### src/verilog/pmpc_params.svh
// Constants for the port mode and optical protection controller
// Summary of operation
// RULE1: No mode setting asserted: all four ports form one learning switch.
// RULE2: First setting selects dual channel; all mode settings default off.
// RULE3: Dual channel pairs each optical port with one copper port, never crossing.
// RULE4: Second setting selects one-plus-one optical protection, non-reverting.
// RULE5: Third setting selects one-plus-one optical protection, reverting.
// RULE6: Protection connects the primary optical port to copper ports as working link.
// RULE7: Standby optical port stays active but is connected to no other port.
// RULE8: Standby optical port keeps link up, carrying no user frames.
// RULE9: Fault on working primary moves all user traffic to the standby port.
// RULE10: Non-reverting stays on standby until it fails, then returns to primary.
// RULE11: Reverting returns traffic to primary once its fault clears.
// RULE12: Protection covers only the optical ports, never the copper ports.
// RULE13: Conflicting settings: reverting first, then non-reverting, then dual.
// RULE14: Link loss or module fault flag counts as a port fault.
`ifndef PMPC_PARAMS_SVH
`define PMPC_PARAMS_SVH

`define PMPC_CLK_MHZ        25
`define PMPC_TICK_US        1000
`define PMPC_TICK_CYCLES    (`PMPC_TICK_US * `PMPC_CLK_MHZ)
`define PMPC_CNT_W          16

`define PMPC_ADDR_W         8
`define PMPC_OFS_STATUS     8'h00
`define PMPC_OFS_HOLD       8'h04
`define PMPC_OFS_INT_STAT   8'h08
`define PMPC_OFS_INT_MASK   8'h0C

`define PMPC_HOLD_RST       16'h000A
`define PMPC_MASK_RST       4'h0
`define PMPC_FWD_SW_PRI     4'hE
`define PMPC_FWD_SW_SEC     4'hD
`define PMPC_FWD_SW_CUA     4'hB
`define PMPC_FWD_SW_CUB     4'h7

`define PMPC_ST_MODE        0
`define PMPC_ST_STANDBY     2
`define PMPC_ST_PRI_UP      3
`define PMPC_ST_SEC_UP      4
`define PMPC_ST_CUA_UP      5
`define PMPC_ST_CUB_UP      6
`define PMPC_ST_PRI_FAULT   7
`define PMPC_ST_SEC_FAULT   8
`define PMPC_ST_SPARE_A     9
`define PMPC_ST_SPARE_B     10

`define PMPC_INT_FAILOVER   0
`define PMPC_INT_RESTORE    1
`define PMPC_INT_MODE       2
`define PMPC_INT_PRI_FAULT  3
`define PMPC_INT_W          4

`define PMPC_PORT_PRI       0
`define PMPC_PORT_SEC       1
`define PMPC_PORT_CUA       2
`define PMPC_PORT_CUB       3

`endif

### src/verilog/pmpc_pkg.sv
// Types shared by the port mode controller and its fault filter
`include "pmpc_params.svh"

package pmpc_pkg;

  typedef enum logic [1:0] {
    PMPC_MODE_SWITCH = 2'h0,
    PMPC_MODE_DUAL   = 2'h1,
    PMPC_MODE_NONREV = 2'h3,
    PMPC_MODE_REVERT = 2'h2
  } pmpc_mode_t;

  typedef struct packed {
    logic                   faulted;
    logic [`PMPC_CNT_W-1:0] cnt;
  } pmpc_filt_t;

  typedef struct packed {
    pmpc_mode_t             mode;
    logic                   onStandby;
    logic [`PMPC_CNT_W-1:0] tickCnt;
    logic                   tick;
    logic [`PMPC_CNT_W-1:0] hold;
    logic [`PMPC_INT_W-1:0] intStat;
    logic [`PMPC_INT_W-1:0] intMask;
    logic                   irq;
    logic [31:0]            prdata;
    logic                   pready;
    logic                   pslverr;
    logic [3:0]             fwdPri;
    logic [3:0]             fwdSec;
    logic [3:0]             fwdCuA;
    logic [3:0]             fwdCuB;
    logic                   activePri;
    logic                   activeSec;
    logic                   standbySec;
    logic                   priFaultSeen;
  } pmpc_state_t;

endpackage

### src/verilog/pmpc_fault_filter.sv
// Per-port fault detector with a hold time before a fault clears
`timescale 1ns/1ns
`include "pmpc_params.svh"

module pmpc_fault_filter
  import pmpc_pkg::*;
(
  input  wire logic                   clk,
  input  wire logic                   rstN,
  input  wire logic                   tick,
  input  wire logic                   linkUp,
  input  wire logic                   moduleFault,
  input  wire logic [`PMPC_CNT_W-1:0] holdTicks,
  output wire logic                   faulted
);

  pmpc_filt_t s;
  pmpc_filt_t next_s;
  logic       raw;

  always_comb begin
    next_s = s;
    // RULE14: link loss or flag
    raw = !linkUp || moduleFault;
    if (raw) begin
      // Assert at once so failover is not delayed
      next_s.faulted = 1'b1;
      next_s.cnt     = '0;
    end else if (s.faulted) begin
      if (s.cnt >= holdTicks) begin
        next_s.faulted = 1'b0;
        next_s.cnt     = '0;
      end else if (tick) begin
        next_s.cnt = s.cnt + `PMPC_CNT_W'(1);
      end
    end
  end

  always_ff @(posedge clk or negedge rstN) begin
    if (!rstN) begin
      s <= '{faulted: 1'b1, cnt: '0};
    end else begin
      s <= next_s;
    end
  end

  assign faulted = s.faulted;

endmodule

### src/verilog/pmpc_port_mode_ctrl.sv
// Port mode selection and optical one-plus-one protection with APB registers
//
// Local design decisions: the APB register port and the register addresses.
`timescale 1ns/1ns
`include "pmpc_params.svh"

module pmpc_port_mode_ctrl
  import pmpc_pkg::*;
#(
  parameter int unsigned TICK_CYCLES = `PMPC_TICK_CYCLES
)
(
  input  wire logic                   clk,
  input  wire logic                   rst_n,

  input  wire logic                   cfgDual,
  input  wire logic                   cfgProtNonRev,
  input  wire logic                   cfgProtRevert,
  input  wire logic                   spareSettingA,
  input  wire logic                   spareSettingB,

  input  wire logic                   primaryOpticalLinkUp,
  input  wire logic                   primaryOpticalFault,
  input  wire logic                   standbyOpticalLinkUp,
  input  wire logic                   standbyOpticalFault,
  input  wire logic                   copperALinkUp,
  input  wire logic                   copperBLinkUp,

  output wire logic [3:0]             fwdPri,
  output wire logic [3:0]             fwdSec,
  output wire logic [3:0]             fwdCuA,
  output wire logic [3:0]             fwdCuB,
  output wire logic                   activePri,
  output wire logic                   activeSec,
  output wire logic                   standbySec,

  input  wire logic                   psel,
  input  wire logic                   penable,
  input  wire logic                   pwrite,
  input  wire logic [`PMPC_ADDR_W-1:0] paddr,
  input  wire logic [31:0]            pwdata,
  output wire logic [31:0]            prdata,
  output wire logic                   pready,
  output wire logic                   pslverr,

  output wire logic                   irq
);

  // Divider wraps after TICK_CYCLES clocks
  localparam logic [`PMPC_CNT_W-1:0] TICK_LAST = `PMPC_CNT_W'(TICK_CYCLES - 1);

  // One constant reset image keeps the async branch free of logic
  localparam pmpc_state_t RST_STATE = '{
    mode:         PMPC_MODE_SWITCH,
    onStandby:    1'b0,
    tickCnt:      '0,
    tick:         1'b0,
    hold:         `PMPC_HOLD_RST,
    intStat:      '0,
    intMask:      `PMPC_MASK_RST,
    irq:          1'b0,
    prdata:       32'h0,
    pready:       1'b0,
    pslverr:      1'b0,
    fwdPri:       `PMPC_FWD_SW_PRI,
    fwdSec:       `PMPC_FWD_SW_SEC,
    fwdCuA:       `PMPC_FWD_SW_CUA,
    fwdCuB:       `PMPC_FWD_SW_CUB,
    activePri:    1'b1,
    activeSec:    1'b1,
    standbySec:   1'b0,
    priFaultSeen: 1'b1
  };

  logic [1:0]  rstSync;
  logic        rstN;

  pmpc_state_t s;
  pmpc_state_t next_s;

  logic        priFault;
  logic        secFault;
  logic [1:0]  optLinkUp;
  logic [1:0]  optFault;
  logic [1:0]  optFaulted;

  logic        protMode;
  pmpc_mode_t  selMode;
  logic        evFailover;
  logic        evRestore;
  logic        evMode;
  logic        evPriFault;
  logic [`PMPC_INT_W-1:0] events;

  logic        setup;
  logic        done;
  logic        hit;
  logic [31:0] rdMux;
  logic [15:0] fwdAll;

  // Async assert, clocked release
  always_ff @(posedge clk or negedge rst_n) begin
    if (!rst_n) begin
      rstSync <= 2'h0;
    end else begin
      rstSync <= {rstSync[0], 1'b1};
    end
  end

  // Everything below runs on the released copy of the reset
  assign rstN = rstSync[1];

  // Same hold time for both optical ports; index follows the port numbering
  assign optLinkUp = {standbyOpticalLinkUp, primaryOpticalLinkUp};
  assign optFault  = {standbyOpticalFault, primaryOpticalFault};

  for (genvar p = 0; p < 2; p++) begin : g_filt
    pmpc_fault_filter uFilt (
      .clk         (clk),
      .rstN        (rstN),
      .tick        (s.tick),
      .linkUp      (optLinkUp[p]),
      .moduleFault (optFault[p]),
      .holdTicks   (s.hold),
      .faulted     (optFaulted[p])
    );
  end

  assign priFault = optFaulted[`PMPC_PORT_PRI];
  assign secFault = optFaulted[`PMPC_PORT_SEC];

  // Forwarding masks, four bits per source port, indexed by port number
  function automatic logic [15:0] fwdFor(input pmpc_mode_t m, input logic onSb);
    logic [3:0] pri;
    logic [3:0] sec;
    logic [3:0] cua;
    logic [3:0] cub;
    pri = 4'h0;
    sec = 4'h0;
    cua = 4'h0;
    cub = 4'h0;
    case (m)
      PMPC_MODE_DUAL: begin
        // RULE3: pairs stay isolated
        pri = 4'h4;
        cua = 4'h1;
        sec = 4'h8;
        cub = 4'h2;
      end
      PMPC_MODE_NONREV, PMPC_MODE_REVERT: begin
        // RULE12: copper always plain drops
        cua = 4'h8;
        cub = 4'h4;
        if (!onSb) begin
          // RULE6: primary is the working link
          pri = 4'hC;
          cua = cua | 4'h1;
          cub = cub | 4'h1;
        end else begin
          // RULE9: traffic on standby port
          sec = 4'hC;
          cua = cua | 4'h2;
          cub = cub | 4'h2;
        end
      end
      default: begin
        // RULE1: full four-port switch
        pri = `PMPC_FWD_SW_PRI;
        sec = `PMPC_FWD_SW_SEC;
        cua = `PMPC_FWD_SW_CUA;
        cub = `PMPC_FWD_SW_CUB;
      end
    endcase
    return {cub, cua, sec, pri};
  endfunction

  always_comb begin
    next_s = s;

    // RULE13: fixed priority among settings
    if (cfgProtRevert) begin
      // RULE5: reverting protection
      selMode = PMPC_MODE_REVERT;
    end else if (cfgProtNonRev) begin
      // RULE4: non-reverting protection
      selMode = PMPC_MODE_NONREV;
    end else if (cfgDual) begin
      // RULE2: dual channel setting
      selMode = PMPC_MODE_DUAL;
    end else begin
      selMode = PMPC_MODE_SWITCH;
    end

    protMode   = (s.mode == PMPC_MODE_NONREV) || (s.mode == PMPC_MODE_REVERT);
    evFailover = 1'b0;
    evRestore  = 1'b0;
    evMode     = 1'b0;
    // Edge detector starts high so the reset fault is not reported
    evPriFault = priFault && !s.priFaultSeen;
    next_s.priFaultSeen = priFault;

    // Millisecond enable for the hold timers
    if (s.tickCnt >= TICK_LAST) begin
      next_s.tickCnt = '0;
      next_s.tick    = 1'b1;
    end else begin
      next_s.tickCnt = s.tickCnt + `PMPC_CNT_W'(1);
      next_s.tick    = 1'b0;
    end

    // Settings are switch levels; no debounce is done here
    next_s.mode = selMode;
    if (selMode != s.mode) begin
      // A new mode always starts on the primary
      evMode           = 1'b1;
      next_s.onStandby = 1'b0;
    end else if (protMode) begin
      case (s.onStandby)
        1'b0: begin
          // RULE9: fail over only to a healthy standby
          if (priFault && !secFault) begin
            next_s.onStandby = 1'b1;
            evFailover       = 1'b1;
          end
        end
        default: begin
          if (s.mode == PMPC_MODE_REVERT) begin
            // RULE11: back once primary is clear
            if (!priFault) begin
              next_s.onStandby = 1'b0;
              evRestore        = 1'b1;
            end
          end else begin
            // RULE10: stay until standby fails
            if (secFault && !priFault) begin
              next_s.onStandby = 1'b0;
              evRestore        = 1'b1;
            end
          end
        end
      endcase
    end

    // Masks follow the next mode so they move with the state bits
    fwdAll        = fwdFor(next_s.mode, next_s.onStandby);
    next_s.fwdPri = fwdAll[3:0];
    next_s.fwdSec = fwdAll[7:4];
    next_s.fwdCuA = fwdAll[11:8];
    next_s.fwdCuB = fwdAll[15:12];

    // RULE7: standby keeps MAC enabled, no forwarding
    next_s.activePri = (next_s.mode == PMPC_MODE_SWITCH) ||
                       (next_s.mode == PMPC_MODE_DUAL) || !next_s.onStandby;
    next_s.activeSec = (next_s.mode == PMPC_MODE_SWITCH) ||
                       (next_s.mode == PMPC_MODE_DUAL) || next_s.onStandby;
    // RULE8: standby port held in link state
    next_s.standbySec = !next_s.activeSec;

    // Event bits line up with the interrupt status layout
    events = '0;
    events[`PMPC_INT_FAILOVER]  = evFailover;
    events[`PMPC_INT_RESTORE]   = evRestore;
    events[`PMPC_INT_MODE]      = evMode;
    events[`PMPC_INT_PRI_FAULT] = evPriFault;

    // APB: answer is prepared in setup, taken at the first access edge
    // Zero wait states; the access phase is never stretched
    setup = psel && !penable;
    done  = psel && penable && s.pready;

    // Unmapped or unaligned offsets answer with an error
    hit   = 1'b1;
    rdMux = 32'h0;
    if (paddr == `PMPC_OFS_STATUS) begin
      rdMux[`PMPC_ST_MODE +: 2]   = s.mode;
      rdMux[`PMPC_ST_STANDBY]     = s.onStandby;
      rdMux[`PMPC_ST_PRI_UP]      = primaryOpticalLinkUp;
      rdMux[`PMPC_ST_SEC_UP]      = standbyOpticalLinkUp;
      rdMux[`PMPC_ST_CUA_UP]      = copperALinkUp;
      rdMux[`PMPC_ST_CUB_UP]      = copperBLinkUp;
      rdMux[`PMPC_ST_PRI_FAULT]   = priFault;
      rdMux[`PMPC_ST_SEC_FAULT]   = secFault;
      rdMux[`PMPC_ST_SPARE_A]     = spareSettingA;
      rdMux[`PMPC_ST_SPARE_B]     = spareSettingB;
    end else if (paddr == `PMPC_OFS_HOLD) begin
      rdMux[`PMPC_CNT_W-1:0] = s.hold;
    end else if (paddr == `PMPC_OFS_INT_STAT) begin
      // Include this cycle's events so the clear cannot drop them
      rdMux[`PMPC_INT_W-1:0] = s.intStat | events;
    end else if (paddr == `PMPC_OFS_INT_MASK) begin
      rdMux[`PMPC_INT_W-1:0] = s.intMask;
    end else begin
      hit = 1'b0;
    end

    if (setup) begin
      next_s.pready  = 1'b1;
      next_s.pslverr = !hit;
      next_s.prdata  = (pwrite || !hit) ? 32'h0 : rdMux;
    end else begin
      next_s.pready  = 1'b0;
      next_s.pslverr = 1'b0;
      next_s.prdata  = 32'h0;
    end

    // Writes to read-only offsets are dropped without an error
    if (done && pwrite) begin
      if (paddr == `PMPC_OFS_HOLD) begin
        next_s.hold = pwdata[`PMPC_CNT_W-1:0];
      end else if (paddr == `PMPC_OFS_INT_MASK) begin
        next_s.intMask = pwdata[`PMPC_INT_W-1:0];
      end
    end

    // Read clears, but a new event wins over the clear
    if (done && !pwrite && (paddr == `PMPC_OFS_INT_STAT)) begin
      next_s.intStat = events;
    end else begin
      next_s.intStat = s.intStat | events;
    end

    // Level output taken from the next image so it leaves a flop
    next_s.irq = |(next_s.intStat & next_s.intMask);
  end

  always_ff @(posedge clk or negedge rstN) begin
    if (!rstN) begin
      s <= RST_STATE;
    end else begin
      s <= next_s;
    end
  end

  assign fwdPri     = s.fwdPri;
  assign fwdSec     = s.fwdSec;
  assign fwdCuA     = s.fwdCuA;
  assign fwdCuB     = s.fwdCuB;
  assign activePri  = s.activePri;
  assign activeSec  = s.activeSec;
  assign standbySec = s.standbySec;
  assign prdata     = s.prdata;
  assign pready     = s.pready;
  assign pslverr    = s.pslverr;
  assign irq        = s.irq;

endmodule

### config.mk
export PLATFORM = sky130hd
export DESIGN_NAME = pmpc_port_mode_ctrl
export DESIGN_NICKNAME = d
export VERILOG_FILES = /design/src/verilog/pmpc_pkg.sv /design/src/verilog/pmpc_fault_filter.sv /design/src/verilog/pmpc_port_mode_ctrl.sv
export VERILOG_INCLUDE_DIRS = /design/src /design/src/verilog
export SDC_FILE = /design/constraint.sdc
export NUM_CORES = 1
export LEC_CHECK = 0
export BUFFER_PORTS_ARGS = -buffer_cell sky130_fd_sc_hd__buf_2
export CAP_MARGIN = 30
export CORE_UTILIZATION = 40
export CTS_BUF_LIST = sky130_fd_sc_hd__clkbuf_16
export CTS_CLUSTER_DIAMETER = 100
export DETAILED_ROUTE_END_ITERATION = 6
export GPL_TIMING_DRIVEN = 0
export PLACE_DENSITY = 0.63
export SYNTH_ARGS = -nofsm -noshare
export SYNTH_HDL_FRONTEND = slang
export SYNTH_SLANG_ARGS = --single-unit
### constraint.sdc
create_clock -name clk -period 3.75 [get_ports clk]
set_input_delay 0.375 -clock clk [delete_from_list [all_inputs] [get_ports clk]]
set_output_delay 0.375 -clock clk [all_outputs]
set_load 0.01 [all_outputs]
==> results.sh <==
export IMPL_synth_edf_count=0
export IMPL_layout_common_cells="dfrtp_1 (95), buf_2 (77), nor2_1 (61)"
export IMPL_numCtsBuffers=9
export IMPL_final_cells=927
export IMPL_worstSkewPairLatency_ns=0.35
export IMPL_cp_arrival_ns=3.17
export IMPL_synth_seq_area_share_pct=44.98
export IMPL_internal_power_w=0.001797
export IMPL_antenna_found_initial=0
export IMPL_grt_overflow_total=0
export IMPL_syn_inst=632
export IMPL_final_common_cell="dfrtp_1"
export IMPL_status="complete, but fails checks"
export IMPL_drtAntennaViolNets=0
export IMPL_synth_main_ff_cell="dfrtp_1"
export IMPL_nets=829
export IMPL_vias_per_cell=5.291
export IMPL_rsz0062_at_grt="no"
export IMPL_critPathLaunchType="flip-flop"
export IMPL_core_area_um2=14700
export IMPL_synthArstFlopShare_pct=100.0
export IMPL_finalClockSkew_ns=0.009488
export IMPL_seq_power_share_pct=51.8
export IMPL_fp_row_count=44
export IMPL_hold_viol=0
export IMPL_fin_crit_ns=2.902
export IMPL_synth_seq_cells=109
export IMPL_drc_errors=14
export IMPL_start_util_pct=41.50
export IMPL_timing_worst_setup_path_type="reg2reg"
export IMPL_yosys_warnings=0
export IMPL_p_per_area_nw_per_um2=332.9
export IMPL_slew_viol_final=0
export IMPL_die_h_um=125.5
export IMPL_cts_htree_levels=3
export IMPL_dieArea_um2=15750
export IMPL_drt_initial_drc_count=331
export IMPL_dp_cells=910
export IMPL_fmax_mhz=344.6
export IMPL_critPathMaxFanout=10
export IMPL_vias=4905
export IMPL_timing_slew_headroom_pct=49.21
export IMPL_end_kind="flip-flop"
export IMPL_num_antenna_cells=0
export IMPL_clkPwrFrac_pct=41.0
export IMPL_power_total_w=0.002367
export IMPL_wl_um=13720
export IMPL_crit_required_ns=4.02
export IMPL_pwr_share_comb_pct=7.2
export IMPL_final_core_util_pct=48.36
export IMPL_grt_usage_pct=18.52
export IMPL_port_buffers=73
export IMPL_swShare_pct=24.09
export IMPL_cts_tree="done"
export IMPL_synth_distinct_cells=61
export IMPL_violations="design-rule violations"
export IMPL_dp_slack_ns=0.8834
export IMPL_path_clk_slew_ns=0.08
export IMPL_firstDrtPassIters=7
export IMPL_routedWlPerCell_um=14.80
export IMPL_max_vdd_ir_drop_mv=0.2137
export IMPL_hp_class="in2reg"
export IMPL_fp_dieW_um=125.5
export IMPL_fill_cells=1348
export IMPL_syn_avg_cell_area_um2=9.651
export IMPL_setup_viol=0
export IMPL_tightest_slew_ns=0.7551
export IMPL_drv_cap=0
export IMPL_first_global_vias=4894
export IMPL_grt_max_degree=60
export IMPL_layout_drive_gt1_share_pct=23.55
export IMPL_grt_pass1_wl_um=23320
export IMPL_syn_area_um2=6100
export IMPL_worst_slack_ns=0.8481
export IMPL_ios=110
export IMPL_gp_congestion=0.8293
export IMPL_holdWs_ns=0.2146
export IMPL_clock_sinks=109
export IMPL_p_leak_nw=3.437
export IMPL_cts_buffer_depth=2
export IMPL_switchingPower_w=0.0005700
export IMPL_syn_to_final_growth_pct=16.53
export IMPL_fin_crit_sh_pct=77.38
export IMPL_place_hpwl_um=10490
export IMPL_cts_root_buf="clkbuf_16"
## critical path: stages, from the launching register on
cell and delay (ns):
dfstp_2 0.55, inv_1 0.08, ha_1 0.28, a211oi_1 0.21, o21bai_1 0.15, a2111oi_0 0.70, o21bai_1 0.28, clkbuf_1 0.31
o21ai_0 0.24
## cells by family (layout without fill, tap and decap cells)
| logic type | count (synthesis) | after routing | synth area share, % |
|---|---|---|---|
| mux | 19 | 19 | 3.508 |
| simple gates | 212 | 212 | 17.93 |
| flops | 109 | 109 | 44.98 |
| xor+xnor | 12 | 12 | 1.723 |
| buf+inv | 107 | 198 | 9.621 |
| other cells | 2 | 22 | 0.1231 |
| compound gates | 136 | 136 | 14.93 |
| fa+ha+maj | 35 | 35 | 7.179 |
## path summary, 6_finish.rpt
check	from	end	slack [ns]	depth (start not counted)
worst max-delay path	s[64]	g_filt[0].uFilt.s[14]	0.85	8
worst min-delay path	cfgProtRevert	s[97]	0.21	2
worst max register to register	s[64]	g_filt[0].uFilt.s[14]	0.85	8
worst min register to register	rstSync[0]	rstSync[1]	0.35	0
max in group asynchronous	rstSync[1]	s[64]	2.62	1
min in group asynchronous	rst_n	rstSync[1]	0.32	2
## state kept, by name, indices dropped and copies added, names as in the netlist, 2 cells and up
signal / cells
s: 45
fwdCuB: 3
prdata: 16
rstSync: 2
g_filt.uFilt.faulted: 2
fwdCuA: 2
g_filt.uFilt.s: 32
## per-layer routing
layer / part of all wire (%) / GRT usage (%)
met1: 45 / 23.85
met2: 49 / 31.01
met3: 5.2 / 3.979
met4: 1.2 / 5.882
met5: 0 / 0
## layout make-up
type | instances | area (um^2) | share of cell area (%)
plain buffers | 63 | 421.7 | 5.932
multi-input cells | 436 | 2844 | 40.01
well taps | 184 | 230.2 | 3.239
clock inverters | 7 | 71.32 | 1.003
repair buffers | 75 | 402.9 | 5.668
inverters | 44 | 165.2 | 2.324
clock buffers | 9 | 225.2 | 3.168
flip-flops and latches | 109 | 2748 | 38.66
## per-stage QoR
step,TNS (ns),cell area [um^2]
finish,0,7108
global route,0,7108
CTS,0,7108
detailed placement,0,6802
global placement,-71.93,6770
floorplan,0,6175
## what timing repair did
item,in CTS,in global routing
resized for setup,0,0
hold endpoints to repair,2,0
hold buffers,1,0
setup buffers,0,0
## power groups by stage
stage	clock (W)	combinational, W	sequential [W]
after floorplan	0	0.0000944	0.00125
after global placement	0	0.000152	0.00126
after detailed placement	0	0.000171	0.00125
after CTS	0.000997	0.000172	0.00123
after global routing	0.00104	0.000190	0.00123
final	0.000969	0.000171	0.00123
## cell usage after synthesis (all sizes together) (2+ instances only)
master / n / area share, %
dfrtp: 96 / 39
nor2: 61 / 3.8
buf: 55 / 6.4
inv: 44 / 2.7
nand2: 43 / 2.7
o21ai: 41 / 3.4
ha: 35 / 7.2
nand3: 22 / 1.9
a21oi: 19 / 1.6
mux2: 19 / 3.5
and3: 16 / 1.6
nor3: 16 / 1.5
o31ai: 16 / 2.0
dfstp: 13 / 5.6
nand4: 11 / 1.1
xor2: 9 / 1.3
a21o: 8 / 0.98
a22oi: 8 / 0.98
clkbuf: 8 / 0.49
nor2b: 8 / 0.82
a22o: 7 / 1.0
nand2b: 7 / 0.72
and2: 6 / 0.62
nor4: 6 / 0.96
a221o: 5 / 0.82
a31oi: 5 / 0.51
a221oi: 4 / 0.57
o21bai: 4 / 0.49
or3: 4 / 0.41
a211oi: 3 / 0.37
a21bo: 3 / 0.49
a21boi: 3 / 0.37
and4: 3 / 0.43
xnor2: 3 / 0.43
a211o: 2 / 0.29
conb: 2 / 0.12
o211ai: 2 / 0.25
or4: 2 / 0.31
or4b: 2 / 0.33
(Power assumes the default switching activity.)
